==> src/inc/sacf_pkg.sv <==
package sacf_pkg;
   // Slave controller register offsets, byte addresses.
   localparam logic [15:0] LINK_STATE_CONTROL_OFS = 16'h0120;
   localparam logic [15:0] LINK_FAULT_CODE_OFS    = 16'h0134;
   // Field positions.
   localparam int ERR_ACK_BIT     = 4;
   localparam int FAULT_RESET_BIT = 7;
   localparam logic [15:0] CTRLWORD_INDEX = 16'h6040;
   // Alarm codes, main and sub digit packed as shown on the panel.
   localparam logic [11:0] ALM_NONE       = 12'h000;
   localparam logic [11:0] ALM_SM2_LOST   = 12'h73a;
   localparam logic [11:0] ALM_SYNC0_LOST = 12'h73b;
   localparam logic [11:0] ALM_DC_ERROR   = 12'h73c;
   localparam logic [11:0] ALM_ESM_FAIL   = 12'h801;
   localparam logic [11:0] ALM_MEM_OVF    = 12'h802;
   localparam logic [11:0] ALM_RAM_BOUND  = 12'h803;
   localparam logic [11:0] ALM_DRIVE      = 12'h100;
   localparam logic [15:0] THRESH_RESET   = 16'h0010;
   // Fieldbus state machine states.
   typedef enum logic [3:0] {
      ESM_INIT   = 4'h1,
      ESM_PREOP  = 4'h2,
      ESM_BOOT   = 4'h3,
      ESM_SAFEOP = 4'h4,
      ESM_OP     = 4'h8
   } sacf_esm_e;
   // Drive profile state machine states (reduced).
   typedef enum logic [1:0] {
      DRV_SOD   = 2'b00,
      DRV_ON    = 2'b01,
      DRV_FAULT = 2'b10
   } sacf_drv_e;
endpackage

==> src/inc/sacf_if.sv <==
`timescale 1ns/1ps
`default_nettype none
// Register port of the slave controller plus the controlword path.
interface sacf_if;
   logic        reg_wr;
   logic        reg_rd;
   logic [15:0] reg_addr;
   logic [15:0] reg_wdata;
   logic [15:0] reg_rdata;
   logic        reg_rvalid;
   logic        cw_wr;
   logic [15:0] cw_data;
   logic [3:0]  esm_state;
   logic [1:0]  drv_state;
   modport dev (input reg_wr, reg_rd, reg_addr, reg_wdata, cw_wr, cw_data,
                output reg_rdata, reg_rvalid, esm_state, drv_state);
   modport mst (output reg_wr, reg_rd, reg_addr, reg_wdata, cw_wr, cw_data,
                input reg_rdata, reg_rvalid, esm_state, drv_state);
endinterface
`default_nettype wire

==> src/logic/sacf_device.sv <==
`timescale 1ns/1ps
`default_nettype none
// Summary of operation
// - Controlword bit 7 clears fault to disabled
// - Held panel key clears drive alarm once clear function is entered
// - Alarm clear input clears active drive alarm
// - Comm alarms clearable, never stored in history
// - Master clears comm alarm before a request to OP
// - Master sets error acknowledge bit 4 at 0x120
// - Fault code reads zero after acknowledge
// - Lost SM2 updates raise 73A
// - Missing SYNC0 pulses raise 73b
// - Excess clock error raises 73c
// - Failed state transition raises 801
// - Failed memory allocation raises 802
// - 801/802 drop operational to safe-operational
// - Out-of-range access raises 803, no change
module sacf_device
   import sacf_pkg::*;
#(
   parameter int CNT_W = 16
) (
   input  wire logic        I_REF_CLK,          // Drive clock, 40 MHz.
   input  wire logic        I_RST_N,            // Asynchronous reset, active low.
   sacf_if.dev              BUS,                // Slave controller side.
   input  wire logic        I_SM2_UPDATE,       // Pulse per SyncManager2 update.
   input  wire logic        I_SYNC0,            // Distributed clock pulse pin.
   input  wire logic [15:0] I_DC_ERR,           // Clock sync error magnitude.
   input  wire logic [15:0] I_THRESHOLD,        // Alarm threshold in cycles.
   input  wire logic        I_ESM_FAIL,         // Transition failure pulse.
   input  wire logic        I_MEM_FAIL,         // Allocation failure pulse.
   input  wire logic        I_RAM_BOUND,        // Out-of-range access pulse.
   input  wire logic        I_DRIVE_FAULT,      // Drive-side fault pulse.
   input  wire logic        I_PANEL_SEL,        // Panel clear function entered.
   input  wire logic        I_PANEL_KEY,        // Panel key held, raw pin.
   input  wire logic        I_ALARM_CLEAR_INPUT,// Alarm-clear digital input pin.
   input  wire logic [3:0]  I_ESM_REQ,          // Requested fieldbus state.
   input  wire logic        I_ESM_REQ_VLD,      // State request strobe.
   output logic [11:0]      O_ALARM_CODE,       // Active alarm code.
   output logic             O_HIST_WR,          // History record write pulse.
   output logic [11:0]      O_HIST_CODE         // Code written to history.
);
   // Narrower counters could not hold a full threshold value.
   if (CNT_W < 16 || CNT_W > 32) begin : g_cnt_w_check
      $error("CNT_W must be 16..32");
   end

   logic [2:0] pin_s1_q;
   logic [2:0] pin_s2_q;
   logic       sync0_d1_q;
   logic [CNT_W-1:0] sm2_cnt_q;
   logic [CNT_W-1:0] sync_cnt_q;
   logic [11:0] alarm_q;
   logic        comm_alarm_q;
   logic        err_ack_q;
   logic [15:0] ctrl_q;
   sacf_esm_e   esm_q;
   sacf_drv_e   drv_q;
   logic        sw_clear;
   logic        comm_evt;
   logic [11:0] comm_code;
   logic        sm2_lost;
   logic        sync_lost;
   logic        dc_bad;
   logic        ack_now;
   logic        fault_rst;
   logic        drv_clr;

   // Pins from outside pass two flip-flops; only stage two is read.
   always_ff @(posedge I_REF_CLK or negedge I_RST_N) begin
      if (!I_RST_N) begin
         pin_s1_q <= 3'h0;
         pin_s2_q <= 3'h0;
         sync0_d1_q <= 1'b0;
      end else begin
         pin_s1_q <= {I_SYNC0, I_PANEL_KEY, I_ALARM_CLEAR_INPUT};
         pin_s2_q <= pin_s1_q;
         sync0_d1_q <= pin_s2_q[2];
      end
   end

   // Threshold widened so a larger value tolerates longer gaps.
   function automatic logic over_limit(input logic [CNT_W-1:0] cnt,
                                       input logic [15:0] lim);
      over_limit = cnt > CNT_W'(lim);
   endfunction

   assign sm2_lost  = over_limit(sm2_cnt_q, I_THRESHOLD);
   assign sync_lost = over_limit(sync_cnt_q, I_THRESHOLD);
   assign dc_bad    = I_DC_ERR > I_THRESHOLD;

   // Gap counters only run while cyclic data is expected.
   always_ff @(posedge I_REF_CLK or negedge I_RST_N) begin
      if (!I_RST_N) begin
         sm2_cnt_q  <= '0;
         sync_cnt_q <= '0;
      end else begin
         if (I_SM2_UPDATE || esm_q != ESM_OP) begin
            sm2_cnt_q <= '0;
         end else if (!sm2_lost) begin
            sm2_cnt_q <= sm2_cnt_q + 1'b1;
         end
         if ((pin_s2_q[2] && !sync0_d1_q) || esm_q != ESM_OP) begin
            sync_cnt_q <= '0;
         end else if (!sync_lost) begin
            sync_cnt_q <= sync_cnt_q + 1'b1;
         end
      end
   end

   // Priority among simultaneous comm events: state-affecting ones first.
   always_comb begin
      comm_evt  = 1'b1;
      comm_code = ALM_NONE;
      if (I_ESM_FAIL) begin
         comm_code = ALM_ESM_FAIL;
      end else if (I_MEM_FAIL) begin
         comm_code = ALM_MEM_OVF;
      end else if (I_RAM_BOUND) begin
         comm_code = ALM_RAM_BOUND;
      end else if (sm2_lost) begin
         comm_code = ALM_SM2_LOST;
      end else if (sync_lost && esm_q == ESM_OP) begin
         comm_code = ALM_SYNC0_LOST;
      end else if (dc_bad && esm_q == ESM_OP) begin
         comm_code = ALM_DC_ERROR;
      end else begin
         comm_evt = 1'b0;
      end
   end

   // Panel key only counts once the clear function is entered.
   assign sw_clear = (I_PANEL_SEL && pin_s2_q[1]) || pin_s2_q[0];

   // Slave controller control register; the acknowledge bit is held.
   always_ff @(posedge I_REF_CLK or negedge I_RST_N) begin
      if (!I_RST_N) begin
         ctrl_q <= 16'h0000;
      end else if (BUS.reg_wr && BUS.reg_addr == LINK_STATE_CONTROL_OFS) begin
         ctrl_q <= BUS.reg_wdata;
      end
   end
   assign err_ack_q = ctrl_q[ERR_ACK_BIT];

   // The acknowledge acts on the edge that writes it, so the next poll reads zero.
   assign ack_now   = err_ack_q || (BUS.reg_wr && BUS.reg_addr == LINK_STATE_CONTROL_OFS
                                    && BUS.reg_wdata[ERR_ACK_BIT]);
   assign fault_rst = BUS.cw_wr && BUS.cw_data[FAULT_RESET_BIT];
   // A drive alarm clears only when no comm alarm is held and no new event arrives.
   assign drv_clr   = !comm_evt && !I_DRIVE_FAULT && !comm_alarm_q && (sw_clear || fault_rst);

   // Alarm holder; a new event wins over any clear in the same cycle.
   always_ff @(posedge I_REF_CLK or negedge I_RST_N) begin
      if (!I_RST_N) begin
         alarm_q      <= ALM_NONE;
         comm_alarm_q <= 1'b0;
      end else if (comm_evt) begin
         alarm_q      <= comm_code;
         comm_alarm_q <= 1'b1;
      end else if (I_DRIVE_FAULT) begin
         alarm_q      <= ALM_DRIVE;
         comm_alarm_q <= 1'b0;
      end else if (comm_alarm_q && ack_now) begin
         alarm_q      <= ALM_NONE;
         comm_alarm_q <= 1'b0;
      end else if (drv_clr) begin
         alarm_q      <= ALM_NONE;
      end
   end

   // Only drive alarms reach the history; comm alarms are never recorded.
   always_ff @(posedge I_REF_CLK or negedge I_RST_N) begin
      if (!I_RST_N) begin
         O_HIST_WR   <= 1'b0;
         O_HIST_CODE <= ALM_NONE;
      end else begin
         O_HIST_WR <= I_DRIVE_FAULT && !comm_evt;
         if (I_DRIVE_FAULT && !comm_evt) begin
            O_HIST_CODE <= ALM_DRIVE;
         end
      end
   end

   // Fieldbus state: 801/802 pull OP back to SAFEOP, 803 changes nothing.
   always_ff @(posedge I_REF_CLK or negedge I_RST_N) begin
      if (!I_RST_N) begin
         esm_q <= ESM_INIT;
      end else if ((I_ESM_FAIL || I_MEM_FAIL) && esm_q == ESM_OP) begin
         esm_q <= ESM_SAFEOP;
      end else if (I_ESM_FAIL || I_MEM_FAIL) begin
         esm_q <= esm_q;
      end else if (I_ESM_REQ_VLD && !(comm_alarm_q && I_ESM_REQ == ESM_OP)) begin
         unique case (I_ESM_REQ)
            ESM_INIT, ESM_PREOP, ESM_BOOT, ESM_SAFEOP, ESM_OP: esm_q <= sacf_esm_e'(I_ESM_REQ);
            default: esm_q <= esm_q;
         endcase
      end
   end

   // Drive profile state: fault while any alarm, reset via controlword.
   always_ff @(posedge I_REF_CLK or negedge I_RST_N) begin
      if (!I_RST_N) begin
         drv_q <= DRV_SOD;
      end else if (alarm_q != ALM_NONE && !drv_clr) begin
         drv_q <= DRV_FAULT;
      end else if (drv_q == DRV_FAULT && fault_rst) begin
         drv_q <= DRV_SOD;
      end else if (drv_q == DRV_SOD && BUS.cw_wr && BUS.cw_data[3:0] == 4'hf) begin
         drv_q <= DRV_ON;
      end
   end

   // Register read port; fault code reads zero once acknowledged.
   always_ff @(posedge I_REF_CLK or negedge I_RST_N) begin
      if (!I_RST_N) begin
         BUS.reg_rdata  <= 16'h0000;
         BUS.reg_rvalid <= 1'b0;
      end else begin
         BUS.reg_rvalid <= BUS.reg_rd;
         if (BUS.reg_rd && BUS.reg_addr == LINK_FAULT_CODE_OFS) begin
            BUS.reg_rdata <= comm_alarm_q ? {4'h0, alarm_q} : 16'h0000;
         end else if (BUS.reg_rd && BUS.reg_addr == LINK_STATE_CONTROL_OFS) begin
            BUS.reg_rdata <= ctrl_q;
         end else if (BUS.reg_rd) begin
            BUS.reg_rdata <= 16'h0000;
         end
      end
   end

   assign BUS.esm_state = esm_q;
   assign BUS.drv_state = drv_q;
   assign O_ALARM_CODE  = alarm_q;
endmodule
`default_nettype wire

==> src/flat_wrapper.sv <==
// flat-port wrapper written by rule: the top's interface ports become plain ports
module sacf_device_flat import sacf_pkg::*;
#(
   parameter int CNT_W = 16
)
  (I_REF_CLK, I_RST_N, I_SM2_UPDATE, I_SYNC0, I_DC_ERR, I_THRESHOLD, I_ESM_FAIL, I_MEM_FAIL, I_RAM_BOUND, I_DRIVE_FAULT, I_PANEL_SEL, I_PANEL_KEY, I_ALARM_CLEAR_INPUT, I_ESM_REQ, I_ESM_REQ_VLD, O_ALARM_CODE, O_HIST_WR, O_HIST_CODE, BUS_reg_wr, BUS_reg_rd, BUS_reg_addr, BUS_reg_wdata, BUS_cw_wr, BUS_cw_data, BUS_reg_rdata, BUS_reg_rvalid, BUS_esm_state, BUS_drv_state);
  sacf_if BUS_i ();
  input  wire logic I_REF_CLK;
  input  wire logic I_RST_N;
  input  wire logic I_SM2_UPDATE;
  input  wire logic I_SYNC0;
  input  wire logic [15:0] I_DC_ERR;
  input  wire logic [15:0] I_THRESHOLD;
  input  wire logic I_ESM_FAIL;
  input  wire logic I_MEM_FAIL;
  input  wire logic I_RAM_BOUND;
  input  wire logic I_DRIVE_FAULT;
  input  wire logic I_PANEL_SEL;
  input  wire logic I_PANEL_KEY;
  input  wire logic I_ALARM_CLEAR_INPUT;
  input  wire logic [3:0] I_ESM_REQ;
  input  wire logic I_ESM_REQ_VLD;
  output logic [11:0] O_ALARM_CODE;
  output logic O_HIST_WR;
  output logic [11:0] O_HIST_CODE;
  input wire logic [$bits(BUS_i.reg_wr)-1:0] BUS_reg_wr;
  input wire logic [$bits(BUS_i.reg_rd)-1:0] BUS_reg_rd;
  input wire logic [$bits(BUS_i.reg_addr)-1:0] BUS_reg_addr;
  input wire logic [$bits(BUS_i.reg_wdata)-1:0] BUS_reg_wdata;
  input wire logic [$bits(BUS_i.cw_wr)-1:0] BUS_cw_wr;
  input wire logic [$bits(BUS_i.cw_data)-1:0] BUS_cw_data;
  output wire logic [$bits(BUS_i.reg_rdata)-1:0] BUS_reg_rdata;
  output wire logic [$bits(BUS_i.reg_rvalid)-1:0] BUS_reg_rvalid;
  output wire logic [$bits(BUS_i.esm_state)-1:0] BUS_esm_state;
  output wire logic [$bits(BUS_i.drv_state)-1:0] BUS_drv_state;
  assign BUS_i.reg_wr = BUS_reg_wr;
  assign BUS_i.reg_rd = BUS_reg_rd;
  assign BUS_i.reg_addr = BUS_reg_addr;
  assign BUS_i.reg_wdata = BUS_reg_wdata;
  assign BUS_i.cw_wr = BUS_cw_wr;
  assign BUS_i.cw_data = BUS_cw_data;
  assign BUS_reg_rdata = BUS_i.reg_rdata;
  assign BUS_reg_rvalid = BUS_i.reg_rvalid;
  assign BUS_esm_state = BUS_i.esm_state;
  assign BUS_drv_state = BUS_i.drv_state;
  sacf_device #(.CNT_W(CNT_W)) u_core (.I_REF_CLK(I_REF_CLK), .I_RST_N(I_RST_N), .BUS(BUS_i), .I_SM2_UPDATE(I_SM2_UPDATE), .I_SYNC0(I_SYNC0), .I_DC_ERR(I_DC_ERR), .I_THRESHOLD(I_THRESHOLD), .I_ESM_FAIL(I_ESM_FAIL), .I_MEM_FAIL(I_MEM_FAIL), .I_RAM_BOUND(I_RAM_BOUND), .I_DRIVE_FAULT(I_DRIVE_FAULT), .I_PANEL_SEL(I_PANEL_SEL), .I_PANEL_KEY(I_PANEL_KEY), .I_ALARM_CLEAR_INPUT(I_ALARM_CLEAR_INPUT), .I_ESM_REQ(I_ESM_REQ), .I_ESM_REQ_VLD(I_ESM_REQ_VLD), .O_ALARM_CODE(O_ALARM_CODE), .O_HIST_WR(O_HIST_WR), .O_HIST_CODE(O_HIST_CODE));
endmodule
==> config.mk <==
export PLATFORM = sky130hd
export DESIGN_NAME = sacf_device_flat
export DESIGN_NICKNAME = d
export VERILOG_FILES = /design/src/inc/sacf_pkg.sv /design/src/inc/sacf_if.sv /design/src/logic/sacf_device.sv /design/src/flat_wrapper.sv
export SDC_FILE = /design/constraint.sdc
export NUM_CORES = 1
export LEC_CHECK = 0
export BUFFER_PORTS_ARGS = -buffer_cell sky130_fd_sc_hd__buf_2
export CELL_PAD_IN_SITES_DETAIL_PLACEMENT = 0
export CELL_PAD_IN_SITES_GLOBAL_PLACEMENT = 1
export CORE_MARGIN = 10
export CORE_UTILIZATION = 43
export DETAILED_ROUTE_END_ITERATION = 8
export GPL_ROUTABILITY_DRIVEN = 0
export GPL_TIMING_DRIVEN = 0
export MAX_ROUTING_LAYER = met4
export PLACE_DENSITY_LB_ADDON = 0.25
export SLEW_MARGIN = 10
export SYNTH_ARGS = -nofsm -noshare
export SYNTH_HDL_FRONTEND = slang
export SYNTH_SLANG_ARGS = --single-unit
==> constraint.sdc <==
create_clock -name I_REF_CLK -period 3.8 [get_ports I_REF_CLK]
set_input_delay 0.19 -clock I_REF_CLK [delete_from_list [all_inputs] [get_ports I_REF_CLK]]
set_output_delay 0.19 -clock I_REF_CLK [all_outputs]
set_load 0.005 [all_outputs]
# Yosys cells after proc, flatten, opt, wreduce, memory -nomap -nowiden
# Cells that the tools add are included.
dict set report totals {
  out_inout_bits 48
  elab_cells 110
  register_bits 93
}
dict set report classes {
  n_eq_ne 14
  mux 34
  magnitude_cmp 3
  add_sub_neg 2
  n_reduce_logical 43
}
# cell count
set op_table {}
lappend op_table {{12-bit 2-to-1 mux} 10}
lappend op_table {{16-bit 2-to-1 mux} 7}
lappend op_table {{16-bit greater-than comparator} 3}
lappend op_table {{16-bit by 1-bit adder with 16-bit output (second input constant)} 2}
lappend op_table {{16-bit by 9-bit == test with 1-bit output (second input constant)} 2}
lappend op_table {{1-bit logical AND} 21}
lappend op_table {{4-bit 2-to-1 mux} 4}
lappend op_table {{4-bit == test (second input constant)} 3}
lappend op_table {{12-bit nonzero test} 1}
lappend op_table {{11-bit 2-to-1 mux} 1}
lappend op_table {{1-bit 2-to-1 mux} 9}
lappend op_table {{3-bit nonzero test} 3}
lappend op_table {{4-bit by 2-bit == test with 1-bit output (second input constant)} 2}
lappend op_table {{1-bit zero test} 6}
lappend op_table {{1-bit logical OR} 6}
lappend op_table {{2-bit 2-to-1 mux} 3}
lappend op_table {{2-bit inequality test (second input constant)} 3}
lappend op_table {{5-bit OR reduction} 1}
lappend op_table {{4-bit by 1-bit == test with 1-bit output (second input constant)} 1}
lappend op_table {{4-bit by 3-bit == test with 1-bit output (second input constant)} 1}
lappend op_table {{4-bit inequality test (second input constant)} 1}
lappend op_table {{2-bit nonzero test} 2}
lappend op_table {{4-bit nonzero test} 1}
lappend op_table {{3-bit AND reduction} 1}
lappend op_table {{other kinds (2)} 2}

# Depth between registers and ports, before layout
dict set report logic_depth {
  word_depth 16
  depth_mapped 10
  mapped_depth_nobuf 8
}

# Worst setup path before layout
# OpenSTA, ideal clock, no wires.
dict set report synth_path {
  path_kind {flip-flop to flip-flop}
  start {register u_core.sm2_cnt_q[7]}
  end {register u_core.sm2_cnt_q[5]}
  required_ps 3717
  path_stages_with_launch 9
  synth_period_minus_slack_ps 2293
  path_buffers 1
  setup_ps 83
  arrival_ps 2210
  setup_slack_ps 1507
  path_cell_list {dfrtp_1 ha_1 a21oi_1 o21ai_1 a221o_1 o31a_4 buf_6 or4_1 o21ai_0}
}
dict set report synth_between {
  elab_chain_cells 2
}
# item line
set synth_lines {}
lappend synth_lines {{start: declaration} sacf_device.sv:51} ;# logic [CNT_W-1:0] sm2_cnt_q;
lappend synth_lines {{start signal: assignment} sacf_device.sv:101} ;# sm2_cnt_q <= sm2_cnt_q + 1'b1;
lappend synth_lines {{16-bit greater-than comparator} sacf_device.sv:85} ;# over_limit = cnt > CNT_W'(lim);
lappend synth_lines {{2-bit inequality test (no source line)} n/a}
# Every way passes these cells.
# A chain may end at the register's enable or synchronous reset.

# Worst setup path after layout
dict set report layout_path {
  start {register u_core.sync_cnt_q[14]}
  end {register u_core.sync_cnt_q[1]}
}
dict set report layout_between {
  elab_chain_cells 2
}
# item line
set layout_lines {}
lappend layout_lines {{start: declaration} sacf_device.sv:52} ;# logic [CNT_W-1:0] sync_cnt_q;
lappend layout_lines {{start signal: assignment} sacf_device.sv:106} ;# sync_cnt_q <= sync_cnt_q + 1'b1;
lappend layout_lines {{16-bit greater-than comparator} sacf_device.sv:85}
lappend layout_lines {{2-bit inequality test (no source line)} n/a}
# Every way passes these cells.

==> impl_metrics.json <==
{
  "synth-main-ff-cell": "dfrtp_1",
  "first_iter_violations": 212,
  "synth-adder-area-share_pct": 11.9,
  "core_um2": 12000,
  "hp-class": "primary input to flip-flop",
  "synthSimpleGateAreaFrac_pct": 19.2,
  "hold_violations": 0,
  "synthTopCellsByArea": "dfrtp_1 (41%), ha_1 (12%), a21oi_1 (5.1%)",
  "numCtsBuffers": 9,
  "worstSetupPathType": "flip-flop to flip-flop",
  "die-area_um2": 17100,
  "slew-limit-headroom_pct": 55.3,
  "arrival_ns": 2.88,
  "avgSynthCellArea_um2": 9.76,
  "max_freq_mhz": 374,
  "critical-path-max-stage-delay_ns": 0.44,
  "crit_fanout": 10,
  "grt_pass1_vias": 4768,
  "drive_gt1_share_pct": 27.2,
  "synth_top_family_by_area": "simple AND/OR/NAND/NOR gates",
  "cts_setup_buffers": 0,
  "areaGrowthSynthToFinish_pct": 22.7,
  "hold_slack_ns": 0.0752,
  "fin_crit_sh_pct": 70.3,
  "final_max_slew_viol_count": 0,
  "setup_violations": 0,
  "crit_required_ns": 4.01,
  "postCtsHoldBufs": 5,
  "slowest_stage": "a2111o_1",
  "cp-end-kind": "flip-flop",
  "root_buffer": "clkbuf_16",
  "finalSetupTns_ns": 0,
  "clk_pin_slew_ns": 0.06,
  "min_period_ns": 2.67,
  "power_switching_share_pct": 26.3,
  "antenna_left": 0,
  "clk_path_buf_depth": 2,
  "cts_resized": 0,
  "htree_levels": 3,
  "synth_common_cells": "dfrtp_1 (86), a21oi_1 (54), ha_1 (50)",
  "power_w": 0.00211,
  "ys.warnings.count": 0,
  "muxShareOfSynthArea_pct": 4.77,
  "crit_path_start_kind": "flip-flop",
  "hpwl_mm": 12.0,
  "peakVddDrop_mv": 0.284,
  "synth-edff-count": 0,
  "initial_core_util_pct": 43.9,
  "stdcell_area_um2": 6470,
  "power_frac_clock_pct": 39.2,
  "async_flop_share_pct": 100,
  "crit_family": "compound AO/OA/AOI/OAI gates",
  "diodes": 0,
  "cts_tree": "yes",
  "skew_ns": 0.00489,
  "drv_cap": 0,
  "power.leakage_nw": 3.12,
  "combPwrFrac_pct": 13.6,
  "grt_max_degree": 48,
  "intPower_w": 0.00156,
  "antenna_found_initial": 0,
  "status": "completed",
  "track_usage_pct": 18.0,
  "power_switching_w": 0.000555,
  "ys_ff_latch": 87,
  "drc": 0,
  "place_area_um2": 6140,
  "firstDrtPassIters": 4,
  "nNetsFinal": 840,
  "crit_start": "u_core.sync_cnt_q[14]$_DFFE_PN0P_",
  "grt_pass1_wl_mm": 23.6,
  "r2r_start": "u_core.sync_cnt_q[14]$_DFFE_PN0P_",
  "synth_xor_area_share_pct": 0.332,
  "via_count": 4703,
  "clkSinkCount": 87,
  "synth_cells": 540,
  "cellPowerDensity_nw_per_um2": 326,
  "yosys.area.top_type": "dfrtp_1",
  "min-delay-start": "BUS_reg_wdata[3]",
  "placementRows": 40,
  "routedWlPerCell_um": 17.9,
  "die_x_um": 131,
  "cp.buffers_inverters": 2,
  "routed_wl_mm": 15.1,
  "yosys.area.top_type_share_pct": 40.8,
  "rsz0062_at_grt": "no",
  "port_buffers": 122,
  "yosysMostFrequentCell": "dfrtp_1",
  "ios": 147,
  "die_h_um": 131,
  "synth-seq-area-share_pct": 41.3,
  "worstPathCellList": "ha_1, nand4_1, a2111o_1, a31oi_2, buf_2, buf_4, mux2i_1, nor2_1",
  "synth_cell_types": 55,
  "synth_area_um2": 5270,
  "synth_compound_area_share_pct": 16.4,
  "seqPwrFrac_pct": 47.2,
  "n_fill_cell": 1123,
  "clock_latency_ns": 0.34,
  "grt.overflow.total": 0,
  "vias_per_cell": 5.58,
  "worstMarginPinSlew_ns": 0.668
}
## sequential cells by signal, indices dropped and copies added (netlist names)
register,flops
u_core.sync_cnt_q,16
u_core.sm2_cnt_q,16
u_core.O_ALARM_CODE,6
u_core.BUS.esm_state,4
u_core.O_HIST_WR,1
u_core.comm_alarm_q,1
u_core.ctrl_q,16
u_core.pin_s1_q,3
u_core.BUS.drv_state,2
u_core.BUS.reg_rdata,16
u_core.pin_s2_q,3
u_core.sync0_d1_q,1
u_core.BUS.reg_rvalid,1
u_core.O_HIST_CODE,1
## layer usage
| metal | vias up | global-route usage, % | share of wire [%] |
|---|---|---|---|
| li1 | 2294 | - | - |
| met1 | 2269 | 22.0 | 43 |
| met2 | 121 | 29.9 | 50 |
| met3 | 19 | 2.94 | 5.5 |
| met4 | 0 | 5.82 | 1.6 |
| met5 | - | - | 0 |
## path summary, 6_finish.rpt
check                      depth (start not counted)                          endpoint  slack, ns
max                                                8  u_core.sync_cnt_q[1]$_DFFE_PN0P_       1.13
min                                                2      u_core.ctrl_q[3]$_DFFE_PN0P_       0.08
max reg2reg                                        8  u_core.sync_cnt_q[1]$_DFFE_PN0P_       1.13
min reg2reg                                        0      u_core.pin_s2_q[1]$_DFF_PN0_       0.35
max in group asynchronous                          3  u_core.sync_cnt_q[6]$_DFFE_PN0P_       2.78
min in group asynchronous                          2   u_core.sm2_cnt_q[5]$_DFFE_PN0P_       0.39
## cells by family after synthesis
family                   count (synthesis)
XOR/XNOR                                 2
multiplexers                            23
AO/OA/AOI/OAI                          132
buffers and inverters                   61
adder cells (fa/ha/maj)                 50
other                                    1
flip-flops                              87
AND/OR/NAND/NOR                        184
## power by group through the flow
stage / sequential [W] / clock (W) / combinational (W)
after CTS: 0.000998 / 0.000847 / 0.000289
after global placement: 0.00101 / 0 / 0.000271
after detailed placement: 0.00101 / 0 / 0.000284
final: 0.000998 / 0.000828 / 0.000286
after global routing: 0.00100 / 0.000881 / 0.000326
after floorplan: 0.00101 / 0 / 0.000137
## per-stage QoR
step	setup WS, ns	util (%)	std cells
floorplan	1.51	-	552
finish	1.13	53.8	843
detailed placement	1.17	51.1	822
global placement	1.22	50.9	821
CTS	1.14	53.8	843
global route	0.930	53.8	843
## final cells by class
type | count | area, um^2 | area share [%]
Inverter | 30 | 113 | 1.74
Buffer | 31 | 203 | 3.13
Multi-Input combinational cell | 404 | 2820 | 43.6
Timing Repair Buffer | 128 | 691 | 10.7
Clock buffer | 12 | 246 | 3.81
Tap cell | 147 | 184 | 2.84
Sequential cell | 87 | 2180 | 33.7
Clock inverter | 4 | 30.0 | 0.464
## layout by cell type (no fill, tap or decap), drive strengths merged, types with 3 or more instances in the layout
cell	netlist	layout
buf	24	147
dfrtp	86	86
a21oi	54	54
ha	50	50
nand2	45	45
inv	30	31
o21ai	26	26
nor2	25	25
nand3	21	21
nand4	19	19
clkbuf	7	19
or4	17	17
mux2	17	17
conb	1	13
or3	11	11
o31ai	10	10
o211ai	9	9
and2	7	7
a22oi	6	6
nor4	6	6
mux2i	6	6
nor2b	5	5
and3	5	5
dlygate4sd3	0	5
nor3	5	5
nand2b	4	4
nor4b	4	4
a2111oi	4	4
a2111o	3	3
a21o	3	3
and4	3	3
a31o	3	3
nor3b	3	3
(Power assumes the default switching activity.)
